### config.mk
export PLATFORM = sky130hd
export DESIGN_NAME = operand_address_modes
export DESIGN_NICKNAME = d
export VERILOG_FILES = /design/src/operand_address_modes.v
export VERILOG_INCLUDE_DIRS = /design/src
export SDC_FILE = /design/constraint.sdc
export NUM_CORES = 1
export LEC_CHECK = 0
export BUFFER_PORTS_ARGS = -buffer_cell sky130_fd_sc_hd__clkbuf_2
export CORE_ASPECT_RATIO = 1.25
export CORE_UTILIZATION = 58
export DETAILED_ROUTE_END_ITERATION = 10
export GPL_ROUTABILITY_DRIVEN = 0
export PLACE_DENSITY = 0.91
export RECOVER_POWER = 25
export SYNTH_ARGS = -nofsm -noshare
export SYNTH_HDL_FRONTEND = slang
export SYNTH_SLANG_ARGS = --single-unit
### constraint.sdc
create_clock -name ref_clk -period 6.3 [get_ports ref_clk]
set_input_delay 0.315 -clock ref_clk [delete_from_list [all_inputs] [get_ports ref_clk]]
set_output_delay 0.315 -clock ref_clk [all_outputs]
set_load 0.01 [all_outputs]
### src/operand_address_modes_defs.vh
// constants for the operand addressing-mode unit
`ifndef OPERAND_ADDRESS_MODES_DEFS_VH
`define OPERAND_ADDRESS_MODES_DEFS_VH
`define MODE_REGISTER 2'h0
`define MODE_INDEXED 2'h1
`define REG_PC 4'h0
`define REG_SR 4'h2
`define PC_STEP 16'h0002
`define PC_RESET 16'h0000
`define ST_IDLE 3'h0
`define ST_SRC_EXT 3'h1
`define ST_SRC_RD 3'h2
`define ST_DST_EXT 3'h3
`define ST_DST_RD 3'h4
`define ST_DONE 3'h5
`define ST_WB 3'h6
`endif

### src/operand_address_modes.v
// operand addressing-mode unit: register, indexed, symbolic, absolute
`timescale 1ns/1ns
`default_nettype none
`include "operand_address_modes_defs.vh"
module operand_address_modes #(
  parameter DW = 16
) (
  // clock and reset
  input wire ref_clk,
  input wire rst_n,
  // decoded instruction
  input wire start,
  input wire [1:0] source_mode_field,
  input wire [3:0] src_reg,
  input wire dst_mode,
  input wire [3:0] dst_reg,
  input wire byte_op,
  input wire [DW-1:0] pc_in,
  input wire pc_load,
  // register file read ports
  input wire [DW-1:0] src_reg_val,
  input wire [DW-1:0] dst_reg_val,
  // result from execution for write-back
  input wire [DW-1:0] result,
  input wire res_carry,
  // memory bus
  output reg mem_rd_q,
  output reg [DW-1:0] mem_addr_q,
  input wire [DW-1:0] mem_rdata,
  input wire mem_ack,
  // operands and addresses
  output reg [DW-1:0] src_op_q,
  output reg [DW-1:0] dst_op_q,
  output reg [DW-1:0] dst_addr_q,
  output reg dst_is_mem_q,
  output reg ops_valid_q,
  output reg [DW-1:0] pc_q,
  // register write-back and flags
  output reg wb_en_q,
  output reg [3:0] wb_reg_q,
  output reg [DW-1:0] wb_data_q,
  output reg flag_n_q,
  output reg flag_z_q,
  output reg flag_c_q
);

  // state codes; write-back sits one cycle after operands are offered
  localparam [2:0] S_IDLE = `ST_IDLE;
  localparam [2:0] S_SRC_EXT = `ST_SRC_EXT;
  localparam [2:0] S_SRC_RD = `ST_SRC_RD;
  localparam [2:0] S_DST_EXT = `ST_DST_EXT;
  localparam [2:0] S_DST_RD = `ST_DST_RD;
  localparam [2:0] S_DONE = `ST_DONE;
  localparam [2:0] S_WB = `ST_WB;

  reg [2:0] state_q;
  reg [DW-1:0] sbase_q;
  reg [DW-1:0] dbase_q;
  reg byte_q;
  reg [3:0] dreg_q;

  // other mode codes fall back to register mode; those forms live elsewhere
  wire src_ext = (source_mode_field == `MODE_INDEXED);

  // one adder serves both offsets; the state picks the base
  wire [DW-1:0] base_sel = (state_q == S_SRC_EXT) ? sbase_q : dbase_q;
  wire [DW-1:0] sum = mem_rdata + base_sel;

  // byte results keep only the low byte; N and Z follow that byte, C is taken from res_carry as given
  wire [DW-1:0] res_w = byte_q ? {{(DW-8){1'b0}}, result[7:0]} : result;
  wire res_neg = byte_q ? result[7] : result[DW-1];
  wire res_zero = byte_q ? (result[7:0] == 8'h00) : (result == {DW{1'b0}});

  // base for indexed forms; pc base is the extension word's own address
  function [DW-1:0] base_of;
    input [3:0] r;
    input [DW-1:0] val;
    input [DW-1:0] pc;
    begin
      if (r == `REG_PC)
        base_of = pc;
      else if (r == `REG_SR)
        base_of = {DW{1'b0}};
      else
        base_of = val;
    end
  endfunction

  always @(posedge ref_clk or negedge rst_n) begin
    if (!rst_n) begin
      state_q <= S_IDLE;
      mem_rd_q <= 1'b0;
      mem_addr_q <= {DW{1'b0}};
      src_op_q <= {DW{1'b0}};
      dst_op_q <= {DW{1'b0}};
      dst_addr_q <= {DW{1'b0}};
      dst_is_mem_q <= 1'b0;
      ops_valid_q <= 1'b0;
      pc_q <= `PC_RESET;
      wb_en_q <= 1'b0;
      wb_reg_q <= 4'h0;
      wb_data_q <= {DW{1'b0}};
      flag_n_q <= 1'b0;
      flag_z_q <= 1'b0;
      flag_c_q <= 1'b0;
      sbase_q <= {DW{1'b0}};
      dbase_q <= {DW{1'b0}};
      byte_q <= 1'b0;
      dreg_q <= 4'h0;
    end else begin
      // strobes default low so each stands for exactly one cycle
      ops_valid_q <= 1'b0;
      wb_en_q <= 1'b0;
      case (state_q)
        S_IDLE: begin
          // pc loads only while idle, so a stray load cannot skip extension words
          if (pc_load) begin
            pc_q <= pc_in;
          end
          if (start) begin
            byte_q <= byte_op;
            dreg_q <= dst_reg;
            dst_is_mem_q <= dst_mode;
            src_op_q <= src_reg_val;
            dst_op_q <= dst_reg_val;
            sbase_q <= base_of(src_reg, src_reg_val, pc_q);
            if (src_ext) begin
              // the source extension word always comes first
              state_q <= S_SRC_EXT;
              mem_rd_q <= 1'b1;
              mem_addr_q <= pc_q;
            end else if (dst_mode) begin
              state_q <= S_DST_EXT;
              mem_rd_q <= 1'b1;
              mem_addr_q <= pc_q;
              dbase_q <= base_of(dst_reg, dst_reg_val, pc_q);
            end else begin
              state_q <= S_DONE;
            end
          end
        end

        S_SRC_EXT: begin
          // address and request stand until the memory answers
          if (mem_ack) begin
            pc_q <= pc_q + `PC_STEP;
            mem_addr_q <= sum;
            state_q <= S_SRC_RD;
          end
        end

        S_SRC_RD: begin
          if (mem_ack) begin
            src_op_q <= mem_rdata;
            // pc is already past the source word: it addresses the destination word
            dbase_q <= base_of(dreg_q, dst_op_q, pc_q);
            if (dst_is_mem_q) begin
              mem_addr_q <= pc_q;
              state_q <= S_DST_EXT;
            end else begin
              mem_rd_q <= 1'b0;
              state_q <= S_DONE;
            end
          end
        end

        S_DST_EXT: begin
          if (mem_ack) begin
            pc_q <= pc_q + `PC_STEP;
            mem_addr_q <= sum;
            // the memory write itself is left to the caller; only the address is kept
            dst_addr_q <= sum;
            state_q <= S_DST_RD;
          end
        end

        S_DST_RD: begin
          if (mem_ack) begin
            dst_op_q <= mem_rdata;
            mem_rd_q <= 1'b0;
            state_q <= S_DONE;
          end
        end

        S_DONE: begin
          // operands offered for one cycle; result sampled at the end of that same cycle
          ops_valid_q <= 1'b1;
          state_q <= S_WB;
        end

        S_WB: begin
          // only the destination register is written; source stays intact
          wb_en_q <= ~dst_is_mem_q;
          wb_reg_q <= dreg_q;
          wb_data_q <= res_w;
          flag_n_q <= res_neg;
          flag_z_q <= res_zero;
          flag_c_q <= res_carry;
          state_q <= S_IDLE;
        end

        default: begin
          // unused codes recover to idle rather than hang the core
          state_q <= S_IDLE;
        end
      endcase
    end
  end
endmodule // operand_address_modes
`default_nettype wire

==> results.ini <==
[timing]
finClkSkew_ns = 0.01075
setup_ws_ns = 2.319
relSlewSlack_pct = 12.78
hold_violations = 0
finalCritPeriodShare_pct = 63.20
period_needed_ns = 3.981
timing.setup.tns_ns = 0
fmax_mhz = 251.2
finalMaxSlewViolations = 0
worstMarginPinSlew_ns = 1.308
rsz0062_at_grt = no
setup_violations = 0

[critical_path]
critPathMaxStageDelay_ns = 0.71
ff2ff_path_depth = 13
r2r_setup_slack_ns = 2.32
critPathLaunchType = register
cp_num_buf_inv = 2
critPathTopFamily = compound AO/OA/AOI/OAI gates
worstPathArrival_ns = 4.26
worst-path-max-fanout = 16
cp.required_ns = 6.58
r2r-start = state_q[0]
cp-end-kind = register
r2r-end = dst_addr_q[12]
critPathKind = reg -> reg
slowest_stage = dfrtp_1
crit_path_cell_trace = inv_2 -> nor3_4 -> mux2_2 -> ha_1 -> inv_1 -> fa_1 -> nand2b_1 -> a21oi_1 -> a211oi_2 -> o21ai_1 -> a221oi_2 -> xor2_1 -> o21ai_0

[placed_design]
io_buffers = 204
pre_cts_ws_ns = 2.441
dp.final_hpwl_um = 16470
dp.cells = 1180

[logic_synthesis]
syn_avg_cell_area_um2 = 9.439
yosysSeqAreaShare_pct = 45.21
synth_edf_count = 0
yosys_warnings = 0
syn-cell-area_mm2 = 0.008137
ys_types = 58
synth_seq_cells = 147
yosys.area.top_type_share_pct = 45.21
synth_cells = 862
synth_area_leaders = dfrtp_1 (45%), a21oi_1 (7.3%), mux2_2 (5.8%), mux2i_1 (4.4%), nand2_1 (4.3%)
async_reset_ff_share_pct = 100.0
synth_commonest_cells = dfrtp_1 (147), a21oi_1 (118), nand2_1 (94)
synth.most_common_cell = dfrtp_1
synthesis.nets = 978
synthFlopType = dfrtp_1
yosysTopAreaCell = dfrtp_1

[cts]
cts_buffer_depth = 2
cts_made_buffers = 17
clk_latency_ns = 0.43
postCtsSetupBuffers = 0
htree_num_levels = 4
clockRootBuffer = clkbuf_16
cts-resized-gates = 0
clk_pin_slew_ns = 0.06
cts_sinks = 147
hold_buffers = 1
cts_tree = done

[die]
start_util_pct = 59.16
die_w_um = 107.9
fp.dieH_um = 134.4
io_pins = 205
rows = 48
core_mm2 = 0.01375
fp.dieArea_mm2 = 0.01451

[final_layout]
drive_above_1_share_pct = 28.13
nets = 1141
antenna_cells = 0
final_cells = 1213
syn2layout_area_growth_pct = 20.19
fillers = 979

[min_path]
min-delay-start = pc_in[0]
hold_end = pc_q[0]
hold_depth = 3
hold_class = in -> reg

[global_route]
grt_pass1_vias = 7313
grt_overflow = 0
grt_max_degree = 87
grt_pass1_wl_um = 38180
grtUsageTotal_pct = 34.69
antenna_found_initial = 0

[power]
finalPower_mw = 5.725
power_density_mw_per_mm2 = 585.4
peakVddDrop_mv = 0.2619
p_leak_nw = 4.437

[routing]
route.vias.total = 7657
drc_errors = 0
totalWireLength_um = 24510
wire_per_inst_um = 20.20
dr.pass1.iters = 6
vias_per_cell = 6.312
drt-initial-drc-count = 922
drtAntennaViolNets = 0

[status]
outcome = finished clean

[run]
cap_viol_max_count = 0

cell families (layout without fill, tap and decap cells):
group,Yosys count,after routing,share of synthesized area [%]
buffers and inverters,76,252,4.275
multiplexers,88,88,12.09
flip-flops,147,147,45.21
AND/OR/NAND/NOR,265,265,16.22
adder cells (fa/ha/maj),18,18,2.860
XOR/XNOR,14,14,1.507
AO/OA/AOI/OAI,254,254,17.84
worst min-delay path, delay by kind of cell:
family	cells	cell delay [ns]
and+or+nand+nor	2	0.09
buffers and inverters	1	0.08
power breakdown:
group / internal (mW) / total [mW] / switching [mW]
Combinational: 1.14 / 2.68 / 1.54
Clock: 0.708 / 1.14 / 0.432
Sequential: 1.41 / 1.91 / 0.498
Total: 3.26 / 5.72 / 2.47
final cells by class:
cell class              instances  area, um2  share of cell area (%)
clock buffers                  17      425.4                   4.350
clock inverters                15      230.2                   2.354
inverters                       9      33.78                  0.3454
multi-input cells             639       4129                   42.22
flip-flops and latches        147       3679                   37.62
well taps                     175      219.0                   2.239
repair buffers                211       1064                   10.88
routing by layer:
layer  global-route usage, %  part of all wire (%)
met1                   44.26                    38
met2                   54.56                    48
met3                   7.046                   9.6
met4                   20.17                   5.1
met5                       0                     0
registers in the layout, summed over array words and instances (netlist names):
signal,cells
ops_valid_q,1
dst_addr_q,16
state_q,3
dst_is_mem_q,1
pc_q,16
mem_rd_q,1
dst_op_q,16
src_op_q,16
flag_z_q,1
wb_reg_q,4
dreg_q,4
wb_data_q,16
byte_q,1
flag_n_q,1
dbase_q,16
flag_c_q,1
mem_addr_q,16
wb_en_q,1
sbase_q,16
placed cells by master, fill, tap and decap left out, drive strengths merged, types with 4 or more instances in the layout:
| cell type | n |
|---|---|
| bufinv | 5 |
| nor3b | 46 |
| a21oi | 119 |
| o21ai | 74 |
| a31oi | 4 |
| nor2 | 68 |
| buf | 7 |
| xor2 | 8 |
| inv | 12 |
| a21o | 8 |
| mux2 | 52 |
| o22ai | 7 |
| nand2 | 95 |
| clkbuf | 220 |
| clkinv | 4 |
| nand3 | 14 |
| mux2i | 36 |
| nand2b | 12 |
| xnor2 | 6 |
| nor3 | 9 |
| ha | 17 |
| dfrtp | 147 |
| a211oi | 18 |
| nor4 | 5 |
worst max-delay path by stage:
stage,start,endpoint,slack [ns],cells past startpoint
2_1_floorplan,state_q[1],dst_addr_q[12],3.10,15
3_3_place_gp,state_q[0],dst_addr_q[15],2.57,11
3_5_place_dp,state_q[0],dst_addr_q[15],2.44,11
4_1_cts,state_q[0],dst_addr_q[15],2.41,11
5_1_grt,state_q[0],dst_addr_q[12],2.13,13
6_report,state_q[0],dst_addr_q[12],2.32,13
through the flow:
step | util (%) | hold slack (ns) | area, um2
after detailed placement | 66.40 | 0.4368 | 9133
final | 71.11 | 0.1030 | 9779
after floorplan | - | 0.01941 | 8137
after CTS | 71.24 | 0.09579 | 9798
after global placement | 66.40 | 0.4276 | 9133
after global routing | 71.11 | 0.1205 | 9779
(Power assumes the default switching activity.)
